--- config.mk ---
export PLATFORM = sky130hd
export DESIGN_NAME = dmas_ctrl
export DESIGN_NICKNAME = d
export VERILOG_FILES = /design/src/include/dmas_pkg.sv /design/src/logic/dmas_ctrl.sv
export SDC_FILE = /design/constraint.sdc
export NUM_CORES = 1
export LEC_CHECK = 0
export BUFFER_PORTS_ARGS = -buffer_cell sky130_fd_sc_hd__clkbuf_2
export CAP_MARGIN = 20
export CELL_PAD_IN_SITES_DETAIL_PLACEMENT = 1
export CELL_PAD_IN_SITES_GLOBAL_PLACEMENT = 2
export CORE_MARGIN = 2
export CORE_UTILIZATION = 32
export DETAILED_ROUTE_END_ITERATION = 16
export PLACE_DENSITY = 0.76
export SKIP_CTS_REPAIR_TIMING = 1
export SLEW_MARGIN = 25
export SYNTH_ARGS = -nofsm -noshare
export SYNTH_HDL_FRONTEND = slang
export SYNTH_SLANG_ARGS = --single-unit
--- constraint.sdc ---
create_clock -name clock -period 2.8 [get_ports clock]
set_clock_uncertainty 0.15 [all_clocks]
set_input_delay 0.7 -clock clock [delete_from_list [all_inputs] [get_ports clock]]
set_output_delay 0.7 -clock clock [all_outputs]
set_load 0.01 [all_outputs]
--- src/include/dmas_pkg.sv ---
// Package for the differential mux and converter sequencer controller.
// Assumes a 20 MHz system clock and an AXI4-Lite master with 32-bit data.
package dmas_pkg;
    // Clock and pin timing.
    localparam int CLK_PERIOD_NS  = 50;
    localparam int SCLK_PERIOD_NS = 200;
    localparam int SCLK_HALF_CYC  = SCLK_PERIOD_NS / (2 * CLK_PERIOD_NS);
    localparam int SETTLE_NS      = 700;
    localparam int SETTLE_CYC     = (SETTLE_NS + CLK_PERIOD_NS - 1) / CLK_PERIOD_NS;
    localparam int RATE_CHG_KSPS  = 625;
    localparam int RATE_SAME_KSPS = 1250;
    localparam int PACE_CHG_CYC   = (1000000 / RATE_CHG_KSPS + CLK_PERIOD_NS - 1) / CLK_PERIOD_NS;
    localparam int PACE_SAME_CYC  = (1000000 / RATE_SAME_KSPS + CLK_PERIOD_NS - 1) / CLK_PERIOD_NS;
    localparam int CONVERSION_START_N_LOW_CYC = 2;
    localparam int RD_LOW_CYC     = 4;
    // Selection word and data widths.
    localparam int SEL_BITS  = 4;
    localparam int CH_BITS   = 3;
    localparam int NUM_CH    = 8;
    localparam int DATA_BITS = 12;
    // Register offsets.
    localparam logic [7:0] REG_CTRL    = 8'h00;
    localparam logic [7:0] REG_SEQ     = 8'h04;
    localparam logic [7:0] REG_COUNT   = 8'h08;
    localparam logic [7:0] REG_STATUS  = 8'h0c;
    localparam logic [7:0] REG_DATA    = 8'h10;
    localparam logic [7:0] REG_IRQ_ST  = 8'h14;
    localparam logic [7:0] REG_IRQ_EN  = 8'h18;
    localparam logic [7:0] REG_IRQ_CLR = 8'h1c;
    // Field positions.
    localparam int CTRL_START_BIT  = 0;
    localparam int SEQ_LEN_LSB     = 24;
    localparam int SEQ_WIDTH       = 27;
    localparam int STAT_SHIFT_BIT  = 1;
    localparam int STAT_CH_LSB     = 4;
    localparam int STAT_CNT_LSB    = 16;
    localparam int DATA_CH_LSB     = 16;
    localparam int IRQ_SAMPLE_BIT  = 0;
    localparam int IRQ_DONE_BIT    = 1;
    localparam int IRQ_BITS        = 2;
    // Reset values and response codes.
    localparam logic [SEQ_WIDTH-1:0] SEQ_RESET = 27'h7fac688;
    localparam logic [1:0] RESP_OKAY   = 2'h0;
    localparam logic [1:0] RESP_SLVERR = 2'h2;

    typedef enum logic [1:0] {ST_IDLE, ST_WAIT, ST_CONV, ST_READ} dmas_state_e;

    typedef struct packed {
        dmas_state_e             state;
        logic                    cs_n;
        logic                    conversion_start_n_n;
        logic                    rd_n;
        logic                    sel;
        logic                    sclk;
        logic                    sdata;
        logic                    sh_busy;
        logic [SEL_BITS-1:0]     sh_word;
        logic [2:0]              sh_bit;
        logic [1:0]              sh_ph;
        logic [4:0]              settle;
        logic [7:0]              since;
        logic                    changed;
        logic [2:0]              cnt;
        logic [CH_BITS-1:0]      idx;
        logic [CH_BITS-1:0]      cur_ch;
        logic [CH_BITS-1:0]      conv_ch;
        logic [15:0]             remain;
        logic [15:0]             done_cnt;
        logic [DATA_BITS-1:0]    data;
        logic [CH_BITS-1:0]      data_ch;
        logic                    b1;
        logic                    b2;
        logic                    b3;
        logic [DATA_BITS-1:0]    d1;
        logic [DATA_BITS-1:0]    d2;
        logic [SEQ_WIDTH-1:0]    seq_cfg;
        logic [15:0]             count_cfg;
        logic [IRQ_BITS-1:0]     irq_st;
        logic [IRQ_BITS-1:0]     irq_en;
        logic                    bvalid;
        logic [1:0]              bresp;
        logic                    rvalid;
        logic [1:0]              rresp;
        logic [31:0]             rdata;
    } dmas_state_s;

    // Selection word for one channel pair: enable flag above the channel index.
    function automatic logic [SEL_BITS-1:0] sel_word(input logic [CH_BITS-1:0] ch);
        sel_word = {1'b1, ch};
    endfunction

    // Channel held at one position of the channel order list.
    function automatic logic [CH_BITS-1:0] order_ch(input logic [SEQ_WIDTH-1:0] cfg,
                                                   input logic [CH_BITS-1:0]   pos);
        order_ch = cfg[int'(pos) * CH_BITS +: CH_BITS];
    endfunction

    // Merge a written word into a register under its byte strobes.
    function automatic logic [31:0] apply_strb(input logic [31:0] old,
                                               input logic [31:0] wd,
                                               input logic [3:0]  strb);
        for (int i = 0; i < 4; i++) begin
            if (strb[i]) begin
                old[8*i +: 8] = wd[8*i +: 8];
            end
        end
        apply_strb = old;
    endfunction
endpackage

--- src/logic/dmas_ctrl.sv ---
// Controller for a two-multiplexer differential acquisition front end and its converter.
// Assumes the converter's busy and data pins are asynchronous and an AXI4-Lite master.
`timescale 1ns/1ps

module dmas_ctrl
    import dmas_pkg::*;
(
    input  wire logic                 clock,
    input  wire logic                 rst,
    input  wire logic [7:0]           s_axi_awaddr,
    input  wire logic                 s_axi_awvalid,
    output logic                      s_axi_awready,
    input  wire logic [31:0]          s_axi_wdata,
    input  wire logic [3:0]           s_axi_wstrb,
    input  wire logic                 s_axi_wvalid,
    output logic                      s_axi_wready,
    output logic [1:0]                s_axi_bresp,
    output logic                      s_axi_bvalid,
    input  wire logic                 s_axi_bready,
    input  wire logic [7:0]           s_axi_araddr,
    input  wire logic                 s_axi_arvalid,
    output logic                      s_axi_arready,
    output logic [31:0]               s_axi_rdata,
    output logic [1:0]                s_axi_rresp,
    output logic                      s_axi_rvalid,
    input  wire logic                 s_axi_rready,
    output logic                      mux_select_n,
    output logic                      mux_sclk,
    output logic                      mux_data,
    output logic                      conversion_start_n,
    output logic                      adc_cs_n,
    output logic                      adc_rd_n,
    input  wire logic                 adc_busy,
    input  wire logic [DATA_BITS-1:0] adc_data,
    output logic                      irq
);
    localparam logic [1:0] PH_LAST  = 2'(2 * SCLK_HALF_CYC - 1);
    localparam logic [1:0] PH_HIGH  = 2'(SCLK_HALF_CYC);
    localparam logic [2:0] BIT_LAST = 3'(SEL_BITS - 1);

    dmas_state_s           q;
    dmas_state_s           n;
    logic                  busy_rise;
    logic                  wr_go;
    logic [7:0]            wa;
    logic [7:0]            ra;
    logic [IRQ_BITS-1:0]   set_ev;
    logic [CH_BITS-1:0]    nidx;
    logic [CH_BITS-1:0]    nch;
    logic [31:0]           rword;
    logic [31:0]           merged;

    // Starts shifting a selection word onto the shared mux pins.
    function automatic dmas_state_s launch(input dmas_state_s s, input logic [CH_BITS-1:0] ch);
        s.sh_busy = 1'b1;
        s.sh_word = sel_word(ch);
        s.sh_bit  = 3'h0;
        s.sh_ph   = 2'h0;
        s.sel     = 1'b1;
        s.sclk    = 1'b0;
        s.sdata   = s.sh_word[SEL_BITS-1];
        return s;
    endfunction

    // Ready handshakes are combinational; valid, response and data outputs come from the state register.
    assign wr_go          = s_axi_awvalid && s_axi_wvalid && !q.bvalid;
    assign s_axi_awready  = wr_go;
    assign s_axi_wready   = wr_go;
    assign s_axi_arready  = !q.rvalid;
    assign s_axi_bvalid   = q.bvalid;
    assign s_axi_bresp    = q.bresp;
    assign s_axi_rvalid   = q.rvalid;
    assign s_axi_rresp    = q.rresp;
    assign s_axi_rdata    = q.rdata;
    assign mux_select_n   = q.sel;
    assign mux_sclk       = q.sclk;
    assign mux_data       = q.sdata; // One data line feeds both muxes.
    assign conversion_start_n = q.conversion_start_n_n;
    assign adc_cs_n       = q.cs_n;
    assign adc_rd_n       = q.rd_n;
    assign irq            = |(q.irq_st & q.irq_en);
    assign busy_rise      = q.b2 && !q.b3;
    assign wa             = {s_axi_awaddr[7:2], 2'h0};
    assign ra             = {s_axi_araddr[7:2], 2'h0};

    // Next-state logic: pin synchronisers, shift engine, sequencer and register slave.
    always_comb begin
        n      = q;
        set_ev = '0;
        nidx   = '0;
        nch    = '0;
        rword  = '0;
        merged = apply_strb(32'h0, s_axi_wdata, s_axi_wstrb);
        n.b1 = adc_busy;
        n.b2 = q.b1;
        n.b3 = q.b2;
        n.d1 = adc_data;
        n.d2 = q.d1;
        if (q.since != 8'hff) begin
            n.since = q.since + 8'h01;
        end
        if (q.settle != 5'h1f) begin
            n.settle = q.settle + 5'h01;
        end
        // Serial shift: data changes on clock fall, mux samples on clock rise.
        if (q.sh_busy) begin
            if (q.sh_ph == PH_LAST) begin
                n.sh_ph = 2'h0;
                n.sclk  = 1'b0;
                if (q.sh_bit == BIT_LAST) begin
                    n.sh_busy = 1'b0;
                    n.sel     = 1'b0; // Falling select latches the word.
                    n.settle  = 5'h00;
                end else begin
                    n.sh_bit  = q.sh_bit + 3'h1;
                    n.sh_word = {q.sh_word[SEL_BITS-2:0], 1'b0};
                    n.sdata   = q.sh_word[SEL_BITS-2];
                end
            end else begin
                n.sh_ph = q.sh_ph + 2'h1;
                n.sclk  = (n.sh_ph >= PH_HIGH);
            end
        end
        // Conversion sequencer.
        case (q.state)
            ST_IDLE: begin
                if (wr_go && wa == REG_CTRL && s_axi_wstrb[0] && s_axi_wdata[CTRL_START_BIT]
                    && q.count_cfg != 16'h0) begin
                    n.cs_n     = 1'b0;
                    n.idx      = '0;
                    n.remain   = q.count_cfg;
                    n.done_cnt = 16'h0;
                    n.cur_ch   = order_ch(q.seq_cfg, '0);
                    n          = launch(n, n.cur_ch);
                    n.changed  = 1'b1;
                    n.state    = ST_WAIT;
                end
            end
            ST_WAIT: begin
                if (!q.sh_busy && q.settle >= 5'(SETTLE_CYC)
                    && q.since >= (q.changed ? 8'(PACE_CHG_CYC) : 8'(PACE_SAME_CYC))) begin
                    n.conversion_start_n_n = 1'b0;
                    n.cnt      = 3'(CONVERSION_START_N_LOW_CYC - 1);
                    n.since    = 8'h00;
                    n.remain   = q.remain - 16'h1;
                    n.conv_ch  = q.cur_ch;
                    n.state    = ST_CONV;
                    nidx = (q.idx == q.seq_cfg[SEQ_LEN_LSB +: CH_BITS]) ? '0 : q.idx + 3'h1;
                    nch  = order_ch(q.seq_cfg, nidx);
                    n.idx = nidx;
                    n.changed = 1'b0;
                    // Reselect during the conversion only when the channel differs.
                    if (q.remain != 16'h1 && nch != q.cur_ch) begin
                        n         = launch(n, nch);
                        n.changed = 1'b1;
                    end
                    n.cur_ch = nch;
                end
            end
            ST_CONV: begin
                if (q.cnt != 3'h0) begin
                    n.cnt = q.cnt - 3'h1;
                end else begin
                    n.conversion_start_n_n = 1'b1;
                end
                if (q.conversion_start_n_n && busy_rise) begin
                    n.rd_n  = 1'b0;
                    n.cnt   = 3'(RD_LOW_CYC - 1);
                    n.state = ST_READ;
                end
            end
            ST_READ: begin
                if (q.cnt != 3'h0) begin
                    n.cnt = q.cnt - 3'h1;
                end else begin
                    n.rd_n     = 1'b1;
                    n.data     = q.d2; // Data settled before busy rose.
                    n.data_ch  = q.conv_ch;
                    n.done_cnt = q.done_cnt + 16'h1;
                    set_ev[IRQ_SAMPLE_BIT] = 1'b1;
                    if (q.remain == 16'h0) begin
                        n.cs_n  = 1'b1;
                        set_ev[IRQ_DONE_BIT] = 1'b1;
                        n.state = ST_IDLE;
                    end else begin
                        n.state = ST_WAIT;
                    end
                end
            end
            default: begin
                n.state = ST_IDLE;
            end
        endcase
        // Write channel of the register slave.
        if (q.bvalid && s_axi_bready) begin
            n.bvalid = 1'b0;
        end
        if (wr_go) begin
            n.bvalid = 1'b1;
            n.bresp  = RESP_OKAY;
            case (wa)
                REG_SEQ: begin
                    n.seq_cfg = SEQ_WIDTH'(apply_strb(32'(q.seq_cfg), s_axi_wdata, s_axi_wstrb));
                end
                REG_COUNT: begin
                    n.count_cfg = 16'(apply_strb(32'(q.count_cfg), s_axi_wdata, s_axi_wstrb));
                end
                REG_IRQ_EN: begin
                    n.irq_en = IRQ_BITS'(apply_strb(32'(q.irq_en), s_axi_wdata, s_axi_wstrb));
                end
                REG_IRQ_CLR: begin
                    n.irq_st = q.irq_st & ~merged[IRQ_BITS-1:0];
                end
                REG_CTRL, REG_STATUS, REG_DATA, REG_IRQ_ST: begin
                end
                default: begin
                    n.bresp = RESP_SLVERR;
                end
            endcase
        end
        // A new event wins over a clear in the same cycle.
        n.irq_st = n.irq_st | set_ev;
        // Read channel of the register slave.
        case (ra)
            REG_CTRL:    rword = 32'h0;
            REG_SEQ:     rword = 32'(q.seq_cfg);
            REG_COUNT:   rword = 32'(q.count_cfg);
            REG_STATUS: begin
                rword[0] = (q.state != ST_IDLE);
                rword[STAT_SHIFT_BIT] = q.sh_busy;
                rword[STAT_CH_LSB +: CH_BITS] = q.conv_ch;
                rword[STAT_CNT_LSB +: 16] = q.done_cnt;
            end
            REG_DATA: begin
                rword[DATA_BITS-1:0] = q.data;
                rword[DATA_CH_LSB +: CH_BITS] = q.data_ch;
            end
            REG_IRQ_ST:  rword = 32'(q.irq_st);
            REG_IRQ_EN:  rword = 32'(q.irq_en);
            default:     rword = 32'h0;
        endcase
        if (q.rvalid && s_axi_rready) begin
            n.rvalid = 1'b0;
        end
        if (s_axi_arvalid && !q.rvalid) begin
            n.rvalid = 1'b1;
            n.rdata  = rword;
            n.rresp  = (ra == REG_IRQ_CLR || ra > REG_IRQ_CLR) ? RESP_SLVERR : RESP_OKAY;
        end
    end

    // State register with synchronous reset to idle pin levels.
    always_ff @(posedge clock) begin
        if (rst) begin
            q          <= '0;
            q.state    <= ST_IDLE;
            q.cs_n     <= 1'b1;
            q.conversion_start_n_n <= 1'b1;
            q.rd_n     <= 1'b1;
            q.settle   <= 5'h1f;
            q.since    <= 8'hff;
            q.seq_cfg  <= SEQ_RESET;
            {q.b1, q.b2, q.b3} <= 3'h7; // Idle busy level, so no false edge follows reset.
        end else begin
            q <= n;
        end
    end

    // Helper counters read only by the checks below.
    logic [4:0] h_sel_low;
    logic [7:0] h_gap;
    logic [2:0] h_edges;
    logic       h_conversion_start_n;
    logic       h_sclk;
    always_ff @(posedge clock) begin
        if (rst) begin
            h_sel_low <= 5'h1f;
            h_gap     <= 8'hff;
            h_edges   <= 3'h0;
            h_conversion_start_n  <= 1'b1;
            h_sclk    <= 1'b0;
        end else begin
            h_conversion_start_n  <= conversion_start_n;
            h_sclk    <= mux_sclk;
            h_sel_low <= mux_select_n ? 5'h00 : ((h_sel_low == 5'h1f) ? h_sel_low : h_sel_low + 5'h01);
            h_gap     <= (!conversion_start_n && h_conversion_start_n) ? 8'h01
                       : ((h_gap == 8'hff) ? h_gap : h_gap + 8'h01);
            h_edges   <= !mux_select_n ? 3'h0 : h_edges + 3'(mux_sclk && !h_sclk);
        end
    end
endmodule

==> flow_summary.ini <==
[run_status]
status = completed

[cts]
numCtsBuffers = 17
cts-root-buf = clkbuf_16
tritoncts = built
cts.htree.levels = 4
clk_latency_ns = 0.44
clk_path_buf_depth = 2
clock-sinks = 200
clkTransAtPathRegs_ns = 0.07

[setup_path]
start_kind = flip-flop
reg2reg_slack_ns = 0.02
cpPeakStageDelay_ns = 0.51
ff2ff_path_depth = 10
endpoint_kind = flip-flop
arrival_ns = 2.99
r2r_start = q[165]
r2r-end = q[190]
startpoint = q[165]
crit_chain = buf_4, xnor2_1, a32oi_2, buf_4, o21a_1, a22oi_1, a222oi_1, buf_4, or4b_4, o211ai_1
path_class = reg -> reg
required_ns = 3.00
cp_max_fo = 4
crit_top_cell = buf_4
slowest_stage = or4b_4

[cells_and_area]
largest_reg_flops = 158
drive_above_1_share_pct = 20.5
antenna_cells = 0
fin_nets = 1308
syn_to_final_growth_pct = 19.5
regMostFlops = q

[placement]
io_buffers = 108
dp_hpwl_um = 21200
place_congestion = 0.824

[die]
io_pins = 120
coreArea_mm2 = 0.0288
die_h_um = 175
rows = 62
start_util_pct = 32.6
die_w_um = 175
die-area_mm2 = 0.0307

[power]
power.density_mw_per_mm2 = 526
p_comb_share_pct = 7.6
p_clk_share_pct = 42.5
p_sw_share_pct = 24.8
internal_power_mw = 4.44
leakagePower_nw = 4.56
vdd_drop_max_mv = 0.347
p_seq_share_pct = 49.9
p_switching_mw = 1.46

[synth]
synthCells = 1103
syn_area_per_cell_um2 = 8.52
async_flop_share_pct = 0
yosysSeqAreaShare_pct = 42.6
synth_seq_cells = 200
yosysWarnings = 0
ys.flop_type = dfxtp_1
synth_edf_count = 0
yosysUniqueCellTypes = 70
syn_area_mm2 = 0.00939

[hold_path]
worstHoldPathType = reg -> reg
hold_start = q[111]
hold_end = q[110]
min_delay_path_depth = 1

[sta]
drv_slew = 0
min_period_ns = 2.78
clock.fmax_mhz = 359
hold_ws_ns = 0.264
timing.slew.headroom_pct = 44.3
tightest_slew_ns = 0.828
finalHoldViolCount = 0
period_share_pct = 99.5
setup_violations = 0
setup-tns-final_ns = 0

[route]
avgViaCountPerCell = 5.10
final_antenna_net_count = 0
first_pass_iters = 6
drt_iter0_drc = 361
finalWirelength_um = 28900
num_vias = 8225
post-route-drc-count = 0
wire_per_inst_um = 17.9

[global_routing]
grt_usage_pct = 18.8
gr-total-overflow = 0
grt_pass1_wl_um = 45900
antenna_found_initial = 0
grt_max_degree = 125
grt_pass1_vias = 8453

[flow_run]
drv_cap = 0
-- routing by layer --
| metal | part of all wire [%] | track usage (%) | up-vias | wire length [um] |
|---|---|---|---|---|
| met5 | 0 | 0 | - | 0 |
| met4 | 0.88 | 3.72 | 0 | 255 |
| met3 | 3.1 | 2.81 | 18 | 904 |
| met2 | 48 | 32.2 | 123 | 13900 |
| met1 | 48 | 25.2 | 4009 | 13800 |
| li1 | - | - | 4075 | - |
-- critical path: cells and delay by family (launching register included) --
kind	cells	cell delay, ns
buffers and inverters	3	0.51
xor gates and xnor gates	1	0.29
and+or+nand+nor	1	0.51
AOI/OAI and AO/OA	5	0.90
DFF	1	0.35
-- worst max path at each step --
stage | endpoint | slack (ns) | cells past startpoint
4_1_cts | q[190] | -0.02 | 10
3_5_place_dp | q[142] | -0.28 | 8
5_1_grt | q[190] | -0.11 | 10
3_3_place_gp | q[139] | -0.24 | 9
6_report | q[190] | 0.02 | 10
2_1_floorplan | q[142] | 0.02 | 7
-- power by group through the flow --
| stage | clock network (mW) | registers [mW] | logic, mW |
|---|---|---|---|
| after floorplan | 0 | 3.00 | 0.315 |
| after global placement | 0 | 3.01 | 0.442 |
| after detailed placement | 0 | 3.01 | 0.451 |
| after CTS | 2.59 | 2.95 | 0.453 |
| after global routing | 2.70 | 2.95 | 0.499 |
| final | 2.51 | 2.94 | 0.446 |
-- per-stage QoR --
stage	instances	setup WS, ns	power, mW	instance area, um^2	util (%)
floorplan	1104	0.0169	3.32	9400	-
global placement	1578	-0.238	3.45	10500	36.6
detailed placement	1578	-0.276	3.46	10500	36.6
CTS	1610	-0.0163	5.99	11100	38.6
global route	1613	-0.109	6.16	11200	39.0
finish	1613	0.0153	5.90	11200	39.0
-- cell families (layout without fill, tap and decap cells) --
kind of cell | count (synthesis) | count (layout) | synth area share [%]
DFF | 200 | 200 | 42.6
and+or+nand+nor | 459 | 459 | 23.9
xor gates and xnor gates | 33 | 33 | 3.24
AOI/OAI and AO/OA | 225 | 225 | 15.8
adders and majority gates | 20 | 20 | 2.66
muxes | 45 | 45 | 4.93
buffers and inverters | 120 | 245 | 6.85
other | 1 | 2 | 0.0399
-- synth_stat cells, types with 11 or more instances --
master,instances,area [um^2]
mux2i_1,44,440
a221oi_1,12,105
nand3b_1,20,150
nand3_1,53,265
nor3_1,34,170
ha_1,20,250
a21oi_1,80,400
buf_4,38,285
inv_1,23,86.3
dfxtp_1,200,4000
nand4_1,14,87.6
xor2_1,19,166
nor2_1,139,522
xnor2_1,12,105
nand2_1,104,390
nor2b_1,31,194
clkbuf_1,47,176
a22oi_1,27,203
a211oi_1,11,82.6
o21ai_0,31,155
-- placed cells by master, fill, tap and decap left out, types with 8 or more instances in the layout --
cell       instances
xnor2_1           11
inv_1             23
buf_4             77
a221oi_1          12
clkbuf_16         17
a21oi_1           79
o21ai_0           31
o211ai_1           8
a22oi_1           27
o21bai_1          10
a211oi_1          10
nand2_1          104
dfxtp_1          197
nor2b_1           31
nand3_1           53
a222oi_1           8
clkbuf_2         107
mux2i_1           42
nand3b_1          20
nand4_1           14
ha_1              19
nor2_1           139
nor3_1            34
or3_1              8
xor2_1            19
nor4_1             9
-- layout make-up --
type                       instances  area [um^2]
sequential                       200         4010
inverter                          23         86.3
timing repair buffer             190         1230
tap                              384          480
clock buffer                      20          437
clock inverter                    12          141
multi-input combinational        784         4840
fill                            3409        17600
Power figures use the tool's default switching activity.
